**config.mk**
```make
export PLATFORM = sky130hd
export DESIGN_NAME = spim_top
export DESIGN_NICKNAME = d
export VERILOG_FILES = /design/src/hdl/spim_pkg.sv /design/src/hdl/spim_top.sv
export SDC_FILE = /design/constraint.sdc
export NUM_CORES = 1
export LEC_CHECK = 0
export BUFFER_PORTS_ARGS = -buffer_cell sky130_fd_sc_hd__buf_2
export CORE_ASPECT_RATIO = 1.1
export CORE_MARGIN = 2
export CORE_UTILIZATION = 45
export CTS_CLUSTER_SIZE = 40
export DETAILED_ROUTE_END_ITERATION = 10
export SYNTH_ARGS = -nofsm -noshare
export SYNTH_HDL_FRONTEND = slang
export SYNTH_SLANG_ARGS = --single-unit
export TNS_END_PERCENT = 10
```
**constraint.sdc**
```tcl
create_clock -name SYS_CLK_I -period 4.3 [get_ports SYS_CLK_I]
set_input_delay 0 -clock SYS_CLK_I [delete_from_list [all_inputs] [get_ports SYS_CLK_I]]
set_output_delay 0 -clock SYS_CLK_I [all_outputs]
set_load 0.02 [all_outputs]
```
**src/hdl/spim_pkg.sv**
```systemverilog
package spim_pkg;
    // ------------------------------------------------------------
    // Register byte offsets
    // ------------------------------------------------------------
    localparam int ADDR_W = 12;
    localparam logic [11:0] OFS_EVENT = 12'h108;
    localparam logic [11:0] OFS_EVENT_CLR = 12'h10C;
    localparam logic [11:0] OFS_IRQ_SET = 12'h304;
    localparam logic [11:0] OFS_IRQ_CLR = 12'h308;
    localparam logic [11:0] OFS_ENABLE = 12'h500;
    localparam logic [11:0] OFS_SCK_SEL = 12'h508;
    localparam logic [11:0] OFS_OUT_SEL = 12'h50C;
    localparam logic [11:0] OFS_IN_SEL = 12'h510;
    localparam logic [11:0] OFS_RXD = 12'h518;
    localparam logic [11:0] OFS_TXD = 12'h51C;
    localparam logic [11:0] OFS_RATE = 12'h524;
    localparam logic [11:0] OFS_CFG = 12'h554;
    // ------------------------------------------------------------
    // Field layout and reset values
    // ------------------------------------------------------------
    localparam int READY_BIT = 0;
    localparam int ENABLE_W = 4;
    localparam logic [3:0] ENABLE_ON = 4'h1;
    localparam int PIN_MSB = 4;
    localparam int PORT_BIT = 5;
    localparam int CONNECT_BIT = 31;
    localparam int ORDER_BIT = 0;
    localparam int CPHA_BIT = 1;
    localparam int CPOL_BIT = 2;
    localparam logic [31:0] PSEL_RST = 32'hFFFF_FFFF;
    localparam logic [31:0] RATE_RST = 32'h0400_0000;
    localparam logic [31:0] RATE_SLOW = 32'h0200_0000;
    localparam int RATE_CODES = 7;
    localparam int RATE_RST_CODE = 1;
    localparam int NPINS = 64;
    localparam logic [1:0] RESP_OKAY = 2'h0;
    localparam logic [1:0] RESP_SLVERR = 2'h2;
    // ------------------------------------------------------------
    // Timing
    // ------------------------------------------------------------
    localparam int CLK_KHZ = 200000;
    localparam int SLOW_KBPS = 125;
    localparam int HALF_W = 10;
    localparam logic [3:0] LAST_HALF = 4'hF;
    // Least half period of the serial clock, rounded up to cycles
    function automatic int half_cycles(input int code);
        int kbps;
        kbps = SLOW_KBPS << code;
        return (CLK_KHZ + 2 * kbps - 1) / (2 * kbps);
    endfunction
    // Shift engine states, Gray along idle, shift, done
    typedef enum logic [1:0] {
        SPIM_IDLE = 2'h0,
        SPIM_SHIFT = 2'h1,
        SPIM_DONE = 2'h3
    } spim_state_t;
endpackage

```
**src/hdl/spim_top.sv**
```systemverilog
// Local design decision: register access over AXI4-Lite.
`timescale 1ns/1ps
module spim_top (
    input wire logic SYS_CLK_I,
    input wire logic RST_N_I,
    input wire logic [spim_pkg::ADDR_W-1:0] S_AXI_AWADDR_I,
    input wire logic S_AXI_AWVALID_I,
    output logic S_AXI_AWREADY_O,
    input wire logic [31:0] S_AXI_WDATA_I,
    input wire logic [3:0] S_AXI_WSTRB_I,
    input wire logic S_AXI_WVALID_I,
    output logic S_AXI_WREADY_O,
    output logic [1:0] S_AXI_BRESP_O,
    output logic S_AXI_BVALID_O,
    input wire logic S_AXI_BREADY_I,
    input wire logic [spim_pkg::ADDR_W-1:0] S_AXI_ARADDR_I,
    input wire logic S_AXI_ARVALID_I,
    output logic S_AXI_ARREADY_O,
    output logic [31:0] S_AXI_RDATA_O,
    output logic [1:0] S_AXI_RRESP_O,
    output logic S_AXI_RVALID_O,
    input wire logic S_AXI_RREADY_I,
    input wire logic [spim_pkg::NPINS-1:0] PIN_IN_I,
    output logic [spim_pkg::NPINS-1:0] PIN_OUT_O,
    output logic [spim_pkg::NPINS-1:0] PIN_OE_O,
    output logic IRQ_O
);
    import spim_pkg::*;

    // ------------------------------------------------------------
    // Declarations
    // ------------------------------------------------------------
    logic aw_held; // Write address captured
    logic w_held; // Write data captured
    logic [ADDR_W-1:0] aw_addr;
    logic [31:0] w_data;
    logic [3:0] w_strb;
    logic [31:0] wmask; // Byte strobes widened to bits
    logic wr_do; // Both halves present, write commits
    logic ar_hs; // Read address taken
    logic [31:0] next_rdata;
    logic irq_en; // Shared by the set and clear registers
    logic event_ready; // Sticky byte-done flag
    logic [3:0] enable_reg;
    logic enabled;
    logic [31:0] sck_sel;
    logic [31:0] out_sel;
    logic [31:0] in_sel;
    logic [31:0] rate_reg;
    logic [2:0] cfg;
    logic [7:0] tx_front; // Next byte to shift
    logic [7:0] tx_back; // Queued behind it
    logic tx_front_v;
    logic tx_back_v;
    logic [7:0] tx_last; // Last written value, for read back
    logic tx_wr;
    logic [7:0] rx_front; // Readable receive stage
    logic [7:0] rx_back; // Waiting stage
    logic rx_front_v;
    logic rx_back_v;
    logic rx_pop;
    logic rx_move; // A byte lands in the readable stage
    spim_state_t state;
    logic start;
    logic [3:0] hp; // Half period index within the byte
    logic [HALF_W-1:0] cnt;
    logic [HALF_W-1:0] half_lim;
    logic [HALF_W-1:0] half_tab [RATE_CODES];
    logic tick;
    logic sck_act; // Clock in its active phase
    logic mosi;
    logic [7:0] tx_sh;
    logic [7:0] rx_sh;
    logic out_bit;
    logic [NPINS-1:0] pin_s1; // First sync stage, read by pin_s2 only
    logic [NPINS-1:0] pin_s2;
    logic miso;
    logic [NPINS-1:0] next_pin_out;
    logic [NPINS-1:0] next_pin_oe;

    // Address decode shared by both channels
    function automatic logic mapped(input logic [ADDR_W-1:0] a);
        case (a)
            OFS_EVENT, OFS_EVENT_CLR, OFS_IRQ_SET, OFS_IRQ_CLR,
            OFS_ENABLE, OFS_SCK_SEL, OFS_OUT_SEL, OFS_IN_SEL,
            OFS_RXD, OFS_TXD, OFS_RATE, OFS_CFG: return 1'b1;
            default: return 1'b0;
        endcase
    endfunction

    // ------------------------------------------------------------
    // Bus slave, write channels
    // ------------------------------------------------------------
    assign S_AXI_AWREADY_O = !aw_held;
    assign S_AXI_WREADY_O = !w_held;
    assign wr_do = aw_held && w_held && !S_AXI_BVALID_O;
    assign wmask = {{8{w_strb[3]}}, {8{w_strb[2]}},
                    {8{w_strb[1]}}, {8{w_strb[0]}}};

    // Address and data are caught in either order
    always_ff @(posedge SYS_CLK_I or negedge RST_N_I)
    begin
        if (!RST_N_I)
        begin
            aw_held <= 1'b0;
            w_held <= 1'b0;
            aw_addr <= '0;
            w_data <= '0;
            w_strb <= '0;
            S_AXI_BVALID_O <= 1'b0;
            S_AXI_BRESP_O <= RESP_OKAY;
        end
        else
        begin
            if (S_AXI_AWVALID_I && !aw_held)
            begin
                aw_held <= 1'b1;
                aw_addr <= S_AXI_AWADDR_I;
            end
            if (S_AXI_WVALID_I && !w_held)
            begin
                w_held <= 1'b1;
                w_data <= S_AXI_WDATA_I;
                w_strb <= S_AXI_WSTRB_I;
            end
            if (wr_do)
            begin
                // Holding both until now keeps one write in flight
                aw_held <= 1'b0;
                w_held <= 1'b0;
                S_AXI_BVALID_O <= 1'b1;
                S_AXI_BRESP_O <= mapped(aw_addr) ? RESP_OKAY : RESP_SLVERR;
            end
            else if (S_AXI_BREADY_I)
                S_AXI_BVALID_O <= 1'b0;
        end
    end

    // ------------------------------------------------------------
    // Bus slave, read channels
    // ------------------------------------------------------------
    assign S_AXI_ARREADY_O = !S_AXI_RVALID_O;
    assign ar_hs = S_AXI_ARVALID_I && !S_AXI_RVALID_O;
    assign rx_pop = ar_hs && (S_AXI_ARADDR_I == OFS_RXD) && rx_front_v;

    // Read mux; write-only registers read as zero
    always_comb
    begin
        case (S_AXI_ARADDR_I)
            OFS_EVENT: next_rdata = 32'(event_ready);
            OFS_IRQ_SET, OFS_IRQ_CLR: next_rdata = 32'(irq_en);
            OFS_ENABLE: next_rdata = 32'(enable_reg);
            OFS_SCK_SEL: next_rdata = sck_sel;
            OFS_OUT_SEL: next_rdata = out_sel;
            OFS_IN_SEL: next_rdata = in_sel;
            OFS_RXD: next_rdata = 32'(rx_front);
            OFS_TXD: next_rdata = 32'(tx_last);
            OFS_RATE: next_rdata = rate_reg;
            OFS_CFG: next_rdata = 32'(cfg);
            default: next_rdata = '0;
        endcase
    end

    // One read at a time; the answer comes one cycle after the address
    always_ff @(posedge SYS_CLK_I or negedge RST_N_I)
    begin
        if (!RST_N_I)
        begin
            S_AXI_RVALID_O <= 1'b0;
            S_AXI_RDATA_O <= '0;
            S_AXI_RRESP_O <= RESP_OKAY;
        end
        else if (ar_hs)
        begin
            S_AXI_RVALID_O <= 1'b1;
            S_AXI_RDATA_O <= next_rdata;
            S_AXI_RRESP_O <= mapped(S_AXI_ARADDR_I) ? RESP_OKAY : RESP_SLVERR;
        end
        else if (S_AXI_RREADY_I)
            S_AXI_RVALID_O <= 1'b0;
    end

    // ------------------------------------------------------------
    // Interrupt enable, event flag and request
    // ------------------------------------------------------------
    always_ff @(posedge SYS_CLK_I or negedge RST_N_I)
    begin
        if (!RST_N_I)
            irq_en <= 1'b0;
        else if (wr_do && aw_addr == OFS_IRQ_SET && w_strb[0]
                 && w_data[READY_BIT])
            irq_en <= 1'b1;
        else if (wr_do && aw_addr == OFS_IRQ_CLR && w_strb[0]
                 && w_data[READY_BIT])
            irq_en <= 1'b0;
    end

    // A new byte in the same cycle as a clear keeps the flag set
    always_ff @(posedge SYS_CLK_I or negedge RST_N_I)
    begin
        if (!RST_N_I)
            event_ready <= 1'b0;
        else if (rx_move)
            event_ready <= 1'b1;
        else if (wr_do && aw_addr == OFS_EVENT_CLR && w_strb[0]
                 && w_data[READY_BIT])
            event_ready <= 1'b0;
    end

    assign IRQ_O = event_ready && irq_en;

    // ------------------------------------------------------------
    // Configuration registers
    // ------------------------------------------------------------
    assign enabled = (enable_reg == ENABLE_ON);

    always_ff @(posedge SYS_CLK_I or negedge RST_N_I)
    begin
        if (!RST_N_I)
        begin
            enable_reg <= '0;
            sck_sel <= PSEL_RST;
            out_sel <= PSEL_RST;
            in_sel <= PSEL_RST;
            rate_reg <= RATE_RST;
            cfg <= '0;
        end
        else if (wr_do)
        begin
            case (aw_addr)
                OFS_ENABLE:
                    enable_reg <= (enable_reg & ~wmask[ENABLE_W-1:0])
                                  | (w_data[ENABLE_W-1:0]
                                  & wmask[ENABLE_W-1:0]);
                // Selectors are frozen while enabled, so pins never
                // jump under a running transfer
                OFS_SCK_SEL:
                    if (!enabled)
                        sck_sel <= (sck_sel & ~wmask) | (w_data & wmask);
                OFS_OUT_SEL:
                    if (!enabled)
                        out_sel <= (out_sel & ~wmask) | (w_data & wmask);
                OFS_IN_SEL:
                    if (!enabled)
                        in_sel <= (in_sel & ~wmask) | (w_data & wmask);
                OFS_RATE:
                    rate_reg <= (rate_reg & ~wmask) | (w_data & wmask);
                OFS_CFG:
                    cfg <= (cfg & ~wmask[2:0]) | (w_data[2:0] & wmask[2:0]);
                default:
                    enable_reg <= enable_reg; // Other offsets act elsewhere
            endcase
        end
    end

    // ------------------------------------------------------------
    // Transmit queue
    // ------------------------------------------------------------
    assign tx_wr = wr_do && aw_addr == OFS_TXD && w_strb[0];
    // The receive back stage must be free, else the byte would be lost
    assign start = enabled && state == SPIM_IDLE && tx_front_v
                   && !rx_back_v;

    // Two stages; a write with both full is dropped unless a byte starts in the same cycle
    always_ff @(posedge SYS_CLK_I or negedge RST_N_I)
    begin
        if (!RST_N_I)
        begin
            tx_front <= '0;
            tx_back <= '0;
            tx_front_v <= 1'b0;
            tx_back_v <= 1'b0;
            tx_last <= '0;
        end
        else
        begin
            if (tx_wr)
                tx_last <= w_data[7:0];
            case ({start, tx_wr})
                2'h2:
                begin
                    tx_front <= tx_back;
                    tx_front_v <= tx_back_v;
                    tx_back_v <= 1'b0;
                end
                2'h1:
                    if (!tx_front_v)
                    begin
                        tx_front <= w_data[7:0];
                        tx_front_v <= 1'b1;
                    end
                    else if (!tx_back_v)
                    begin
                        tx_back <= w_data[7:0];
                        tx_back_v <= 1'b1;
                    end
                2'h3:
                    if (tx_back_v)
                    begin
                        tx_front <= tx_back;
                        tx_back <= w_data[7:0];
                    end
                    else
                        tx_front <= w_data[7:0];
                default:
                    tx_front_v <= tx_front_v; // Nothing moves
            endcase
        end
    end

    // ------------------------------------------------------------
    // Receive stages
    // ------------------------------------------------------------
    assign rx_move = (rx_pop && rx_back_v)
                     || (state == SPIM_DONE && (!rx_front_v || rx_pop));

    always_ff @(posedge SYS_CLK_I or negedge RST_N_I)
    begin
        if (!RST_N_I)
        begin
            rx_front <= '0;
            rx_back <= '0;
            rx_front_v <= 1'b0;
            rx_back_v <= 1'b0;
        end
        else if (rx_pop && rx_back_v)
        begin
            rx_front <= rx_back;
            rx_back_v <= 1'b0;
        end
        else if (state == SPIM_DONE && (!rx_front_v || rx_pop))
        begin
            rx_front <= rx_sh;
            rx_front_v <= 1'b1;
        end
        else if (state == SPIM_DONE)
        begin
            rx_back <= rx_sh;
            rx_back_v <= 1'b1;
        end
        else if (rx_pop)
            rx_front_v <= 1'b0;
    end

    // ------------------------------------------------------------
    // Rate divider
    // ------------------------------------------------------------
    for (genvar g = 0; g < RATE_CODES; g++)
    begin : g_rate
        assign half_tab[g] = HALF_W'(half_cycles(g) - 1);
    end

    // Unknown codes fall back to the reset rate
    always_comb
    begin
        half_lim = half_tab[RATE_RST_CODE];
        for (int k = 0; k < RATE_CODES; k++)
            if (rate_reg == (RATE_SLOW << k))
                half_lim = half_tab[k];
    end

    assign tick = state == SPIM_SHIFT && cnt == half_lim;

    // ------------------------------------------------------------
    // Shift engine
    // ------------------------------------------------------------
    assign out_bit = cfg[ORDER_BIT] ? tx_sh[0] : tx_sh[7];

    // Order is read live; change it only between bytes
    always_ff @(posedge SYS_CLK_I or negedge RST_N_I)
    begin
        if (!RST_N_I)
        begin
            state <= SPIM_IDLE;
            hp <= '0;
            cnt <= '0;
            sck_act <= 1'b0;
            mosi <= 1'b0;
            tx_sh <= '0;
            rx_sh <= '0;
        end
        else if (!enabled)
        begin
            // Disabling aborts a byte and parks the lines
            state <= SPIM_IDLE;
            sck_act <= 1'b0;
            mosi <= 1'b0;
        end
        else
        begin
            case (state)
                SPIM_IDLE:
                    if (start)
                    begin
                        state <= SPIM_SHIFT;
                        hp <= '0;
                        cnt <= '0;
                        if (!cfg[CPHA_BIT])
                        begin
                            // First bit is set up before the first edge
                            mosi <= cfg[ORDER_BIT] ? tx_front[0]
                                                   : tx_front[7];
                            tx_sh <= cfg[ORDER_BIT] ? tx_front >> 1
                                                    : tx_front << 1;
                        end
                        else
                            tx_sh <= tx_front;
                    end
                SPIM_SHIFT:
                    if (tick)
                    begin
                        cnt <= '0;
                        hp <= hp + 4'h1;
                        sck_act <= !hp[0];
                        if (hp == LAST_HALF)
                            state <= SPIM_DONE;
                        if (!hp[0] && !cfg[CPHA_BIT])
                            rx_sh <= cfg[ORDER_BIT] ? {miso, rx_sh[7:1]}
                                : {rx_sh[6:0], miso};
                        else if (hp[0] && cfg[CPHA_BIT])
                            rx_sh <= cfg[ORDER_BIT] ? {miso, rx_sh[7:1]}
                                : {rx_sh[6:0], miso};
                        else if (hp != LAST_HALF)
                        begin
                            mosi <= out_bit;
                            tx_sh <= cfg[ORDER_BIT] ? tx_sh >> 1
                                                    : tx_sh << 1;
                        end
                    end
                    else
                        cnt <= cnt + HALF_W'(1);
                SPIM_DONE:
                begin
                    state <= SPIM_IDLE;
                    mosi <= 1'b0;
                end
                default:
                    state <= SPIM_IDLE;
            endcase
        end
    end

    // ------------------------------------------------------------
    // Pin routing
    // ------------------------------------------------------------
    always_ff @(posedge SYS_CLK_I or negedge RST_N_I)
    begin
        if (!RST_N_I)
        begin
            pin_s1 <= '0;
            pin_s2 <= '0;
        end
        else
        begin
            pin_s1 <= PIN_IN_I;
            pin_s2 <= pin_s1;
        end
    end

    // A disconnected input line reads low
    assign miso = !in_sel[CONNECT_BIT]
                  && pin_s2[in_sel[PORT_BIT:0]];

    for (genvar g = 0; g < NPINS; g++)
    begin : g_pin
        logic sck_here;
        logic mosi_here;
        assign sck_here = !sck_sel[CONNECT_BIT]
                          && sck_sel[PORT_BIT:0] == 6'(g);
        assign mosi_here = !out_sel[CONNECT_BIT]
                           && out_sel[PORT_BIT:0] == 6'(g);
        assign next_pin_oe[g] = enabled
                                && (sck_here || mosi_here);
        assign next_pin_out[g] = sck_here ? sck_act ^ cfg[CPOL_BIT]
                                          : mosi;
    end

    always_ff @(posedge SYS_CLK_I or negedge RST_N_I)
    begin
        if (!RST_N_I)
        begin
            PIN_OUT_O <= '0;
            PIN_OE_O <= '0;
        end
        else
        begin
            PIN_OUT_O <= next_pin_out;
            PIN_OE_O <= next_pin_oe;
        end
    end
endmodule

```
==> impl_metrics.env, run 1 <==
export IMPL_rows=86
export IMPL_synth_edf_count=0
export IMPL_ys_ff_latch=557
export IMPL_finalWeightedCongestion=0.904
export IMPL_critical_path_class="reg2reg"
export IMPL_post_cts_buffers=0
export IMPL_cts_resized=0
export IMPL_hold_viol_final=0
export IMPL_fin_crit_sh_pct=91.7
export IMPL_die_y_um=239
export IMPL_final_cell_mix="dfrtp_1 (459), nand2_1 (318), buf_2 (297)"
export IMPL_h_tree_depth=2
export IMPL_dpl_hpwl_mm=40.5
export IMPL_skew_ns=0.0251
export IMPL_synthesis_area_um2=22600
export IMPL_clock_latency_ns=0.63
export IMPL_drive_gt1_share_pct=32.6
export IMPL_slew_viol_final=0
export IMPL_postSynthCellCount=1889
export IMPL_cts_tree="built"
export IMPL_initial_core_util_pct=45.3
export IMPL_placed_area_um2=24800
export IMPL_grt_usage_pct=23.4
export IMPL_cp_common_cell="or4_1"
export IMPL_clock_sinks=557
export IMPL_portBuffers=298
export IMPL_holdWs_ns=0.0271
export IMPL_p_per_area_nw_per_um2=428
export IMPL_cp_required_ns=4.80
export IMPL_cap_viol_max_count=0
export IMPL_worst_path_buf_inv=0
export IMPL_ios=301
export IMPL_cts_root_buf="clkbuf_16"
export IMPL_path_delay_family="simple AND/OR/NAND/NOR gates"
export IMPL_drt_iter0_drc=1602
export IMPL_grt_max_degree=123
export IMPL_ys_types=60
export IMPL_worst_ep_arrival_time_ns=4.45
export IMPL_final_setup_viol_count=0
export IMPL_crit_path_cell_trace="or4_4 -> or4_1 -> mux2i_1 -> o2111a_1 -> a31oi_1 -> or4_1 -> o41ai_4 -> mux2_2"
export IMPL_die_area_um2=52100
export IMPL_wl_per_cell_um=20.0
export IMPL_grt_pass1_wl_mm=94.6
export IMPL_viasPerCell=5.43
export IMPL_drc_errors=0
export IMPL_nNetsFinal=2461
export IMPL_power_leakage_nw=13.1
export IMPL_cts_made_buffers=56
export IMPL_core_area_um2=49900
export IMPL_tightest_slew_ns=1.19
export IMPL_antenna_found_initial=1
export IMPL_vias=16500
export IMPL_syn_area_per_cell_um2=12.0
export IMPL_stdcell_count=3031
export IMPL_ys_warn_count=0
export IMPL_fmax_mhz=254
export IMPL_overflow=0
export IMPL_fin_setup_tns_ns=0
export IMPL_first_pass_iters=9
export IMPL_clockBufferDepth=3
export IMPL_grt_pass1_vias=16700
export IMPL_min_period_ns=3.94
export IMPL_drt_wl_total_mm=60.7
export IMPL_cpPeakStageDelay_ns=0.72
export IMPL_critPathCaptureType="flop"
export IMPL_ys_flop_type="dfrtp_1"
export IMPL_start_kind="flop"
export IMPL_ir_worst_vdd_v=0.000356
export IMPL_syn_to_final_growth_pct=25.6
export IMPL_total_power_mw=12.2
export IMPL_hp_class="in2async"
export IMPL_path_clk_slew_ns=0.06
export IMPL_critPathSlowestCell="o41ai_4"
export IMPL_rsz0062_at_grt="no"
export IMPL_async_flop_share_pct=100
export IMPL_fp_dieW_um=218
export IMPL_ant_nets=0
export IMPL_mostFrequentLayoutCell="dfrtp_1"
export IMPL_yosysSeqAreaShare_pct=62.1
export IMPL_relSlewSlack_pct=20.6
export IMPL_placed_cells=2764
export IMPL_status="completed"
export IMPL_cp_max_fo=12
export IMPL_stdcell_area_um2=28400
==> power by group <==
part | total (mW) | switching [mW] | leakage [nW] | internal [mW]
Clock | 5.14 | 2.10 | 0.977 | 3.04
Combinational | 0.952 | 0.464 | 5.16 | 0.488
Sequential | 6.06 | 0.479 | 6.99 | 5.59
==> path summary, 6_finish.rpt <==
| path | slack (ns) | endpoint | from | cells after the start |
|---|---|---|---|---|
| setup / recovery | 0.36 | tx_sh[6] | flop | 8 |
| hold / removal | 0.03 | PIN_OE_O[36] | RST_N_I | 2 |
| setup reg to reg | 0.36 | tx_sh[6] | flop | 8 |
| hold reg to reg | 0.35 | pin_s2[41] | pin_s1[41] | 0 |
| max in group asynchronous | 2.96 | PIN_OE_O[0] | RST_N_I | 3 |
| min in group SYS_CLK_I | 0.03 | pin_s1[52] | PIN_IN_I[52] | 2 |
==> per-stage QoR <==
step | util (%) | setup WS, ns
2_1_floorplan | - | 0.642
3_3_place_gp | 49.7 | 0.461
3_5_place_dp | 49.7 | 0.363
4_1_cts | 56.9 | 0.367
5_1_grt | 56.9 | 0.183
6_report | 56.9 | 0.358
==> synthesized netlist by cell type, types with 3 or more instances <==
cell	count	area, um^2
buf_1	19	71.3
ha_1	7	87.6
a21oi_1	119	596
nand2_1	319	1200
mux2i_1	28	280
nor3_1	35	175
or3_1	11	68.8
nand2b_1	8	50.1
a21o_1	26	195
xnor2_1	7	61.3
nor2_1	86	323
o21ai_0	101	505
mux4_2	17	383
a221oi_1	14	123
dfstp_2	97	2550
a222oi_1	32	320
nor4_1	17	106
nor4b_1	3	26.3
o2111ai_1	4	35.0
a22o_1	9	78.8
a211oi_1	12	90.1
nand4_1	6	37.5
clkbuf_1	86	323
inv_1	34	128
a31oi_1	13	81.3
nor3b_1	6	45.0
or4_1	4	30.0
o22ai_1	3	18.8
and3_1	3	18.8
nor2b_1	7	43.8
a22oi_1	6	45.0
nand3_1	22	110
xor2_1	7	61.3
dfrtp_1	460	11500
mux2_2	222	2500
and2_1	3	18.8
==> repair_timing <==
item                                    in CTS  in global routing
hold buffers                               161                  0
hold endpoints to repair                   234                  0
endpoints found under the setup margin       0                  0
==> final cells by class <==
cell class	count	area [um^2]
fillers	4153	21500
multi-input cells	1188	8070
repair buffers	484	3350
diodes	1	2.50
well taps	660	826
clock buffers	82	1650
inverters	36	135
flip-flops and latches	557	14100
clock inverters	23	335
==> kinds of logic after synthesis <==
logic type / count (synthesis) / share of synthesized area, %
buffers and inverters: 145 / 2.51
AO/OA/AOI/OAI: 353 / 9.84
adder cells (fa/ha/maj): 7 / 0.387
flip-flops: 557 / 62.1
AND/OR/NAND/NOR: 545 / 10.6
XOR/XNOR: 14 / 0.542
multiplexers: 267 / 14.0
other: 1 / 0.0166
==> layer usage <==
| metal | vias to the layer above | wire length, um | global-route usage (%) |
|---|---|---|---|
| met2 | 598 | 30200 | 39.8 |
| met5 | - | 0 | 0 |
| met4 | 0 | 1520 | 7.26 |
| met1 | 8212 | 25500 | 31.1 |
| li1 | 7550 | - | - |
| met3 | 105 | 3470 | 3.56 |
Note: power is estimated with default switching activity, not from simulation.
==> run 2, diff against run 1 <==
- CORE_UTILIZATION: 45 -> 56
- PLACE_DENSITY: unset -> 0.78
==> impl_metrics.env, run 2 (synthesis results as in run 1) <==
export IMPL_status="completed"
export IMPL_drt_iter0_drc=1679
export IMPL_fin_setup_tns_ns=0
export IMPL_rows=77
export IMPL_combPwrFrac_pct=8.2
export IMPL_start_kind="flop"
export IMPL_critPathSlowestCell="or4_1"
export IMPL_grt_pass1_vias=17300
export IMPL_n_fill_cell=2683
export IMPL_rsz0062_at_grt="no"
export IMPL_dpl_hpwl_mm=38.7
export IMPL_ios=301
export IMPL_drt_wl_total_mm=61.2
export IMPL_grt_max_degree=119
export IMPL_p_per_area_nw_per_um2=428
export IMPL_skew_ns=0.0380
export IMPL_overflow=0
export IMPL_die_area_um2=42000
export IMPL_worst_path_buf_inv=0
export IMPL_cap_viol_max_count=0
export IMPL_regArea_um2=14100
export IMPL_cp_max_fo=12
export IMPL_seq_power_share_pct=51.5
export IMPL_top_usage_layer="met2"
export IMPL_fmax_mhz=259
export IMPL_first_pass_iters=8
export IMPL_cts_made_buffers=53
export IMPL_cp_common_cell="or4_1"
export IMPL_final_setup_viol_count=0
export IMPL_holdWs_ns=0.0176
export IMPL_syn_to_final_growth_pct=22.0
export IMPL_critical_path_class="reg2reg"
export IMPL_clock_sinks=557
export IMPL_wl_per_cell_um=21.6
export IMPL_switching_share_pct=25.8
export IMPL_drive_gt1_share_pct=32.5
export IMPL_placed_cells=2614
export IMPL_use_met1_pct=37.5
export IMPL_path_clk_slew_ns=0.07
export IMPL_cpPeakStageDelay_ns=0.71
export IMPL_final_cell_mix="dfrtp_1 (459), nand2_1 (318), buf_2 (297)"
export IMPL_mostFrequentLayoutCell="dfrtp_1"
export IMPL_cts_root_buf="clkbuf_16"
export IMPL_relSlewSlack_pct=16.2
export IMPL_drc_errors=0
export IMPL_viasPerCell=5.91
export IMPL_grt_use_met2_pct=49.7
export IMPL_portBuffers=298
export IMPL_slew_viol_final=0
export IMPL_hp_class="in2async"
export IMPL_stdcell_count=2833
export IMPL_fp_dieW_um=196
export IMPL_min_period_ns=3.86
export IMPL_multi_input_area_um2=8060
export IMPL_clock_latency_ns=0.62
export IMPL_vias=16700
export IMPL_ir_worst_vdd_v=0.000395
export IMPL_num_antenna_cells=0
export IMPL_crit_path_cell_trace="or4_4 -> or4_1 -> mux2i_1 -> o2111a_1 -> a31oi_1 -> or4_1 -> o41ai_4 -> mux2_2"
export IMPL_core_area_um2=40000
export IMPL_antenna_found_initial=0
export IMPL_fin_crit_sh_pct=89.8
export IMPL_ant_nets=0
export IMPL_worst_ep_arrival_time_ns=4.35
export IMPL_initial_core_util_pct=56.6
export IMPL_h_tree_depth=2
export IMPL_clockBufferDepth=3
export IMPL_die_y_um=215
export IMPL_tightest_slew_ns=1.25
export IMPL_met3_usage_pct=4.76
export IMPL_cts_tree="built"
export IMPL_hold_viol_final=0
export IMPL_finalWeightedCongestion=0.937
export IMPL_cts_resized=0
export IMPL_power_share_clock_pct=40.4
export IMPL_path_delay_family="simple AND/OR/NAND/NOR gates"
export IMPL_switchingPower_mw=3.05
export IMPL_power_leakage_nw=12.8
export IMPL_critPathCaptureType="flop"
export IMPL_grt_pass1_wl_mm=96.6
export IMPL_grt_usage_pct=29.5
export IMPL_nNetsFinal=2415
export IMPL_power_internal_mw=8.76
export IMPL_total_power_mw=11.8
export IMPL_cp_required_ns=4.79
-- run 2: changes by cell type in the layout (fill, tap and decap cells not counted), moves of 2 or more --
cell and delta:
buf_4 -3, clkbuf_16 -2, dlygate4sd3_1 -40, clkbuf_1 +8, clkinv_2 -4, clkbuf_8 -4, bufinv_16 -3
-- run 2: routing by layer --
metal  wire length [um]  vias up
met5                  0        -
met4               3000        0
met3               4280      176
met2              30200      827
met1              23700     8312
li1                   -     7431
-- run 2: cell type report --
type                       count  area share [%]
clock buffer                  84            5.70
clock inverter                14           0.752
inverter                      36           0.489
multi-input combinational   1188            29.2
sequential                   557            50.9
tap                          513            2.32
timing repair buffer         441            10.6
-- run 2: final timing paths --
check                             startpoint                          to  slack (ns)  depth (start not counted)
worst max register to register          flop                    tx_sh[4]        0.44                          8
worst min register to register     pin_s1[9]                   pin_s2[9]        0.34                          0
min in group SYS_CLK_I          PIN_IN_I[28]                  pin_s1[28]        0.02                          2
worst min-delay path                 RST_N_I                PIN_OE_O[44]        0.02                          2
max in group asynchronous            RST_N_I  asynchronous set/reset pin        3.18                          3
worst max-delay path                    flop                    tx_sh[4]        0.44                          8
-- run 2: what timing repair did --
action / in CTS / in global routing
hold endpoints to repair: 218 / 0
hold buffers: 121 / 0
setup buffers: 0 / 0
-- run 2: power by group through the flow --
stage               Sequential, mW  Combinational (mW)  Clock, mW
floorplan                     5.89               0.573          0
global placement              6.10               0.800          0
detailed placement            6.13               0.828          0
CTS                           6.04               0.920       4.78
global route                  6.12                1.04       5.04
finish                        6.08               0.963       4.77
-- run 2: per-stage QoR --
stage	util [%]	area [um^2]	setup slack [ns]
6_report	69.1	27600	0.440
2_1_floorplan	-	22600	0.642
3_3_place_gp	61.6	24600	0.505
3_5_place_dp	61.6	24600	0.462
5_1_grt	69.1	27600	0.246
4_1_cts	69.1	27600	0.441
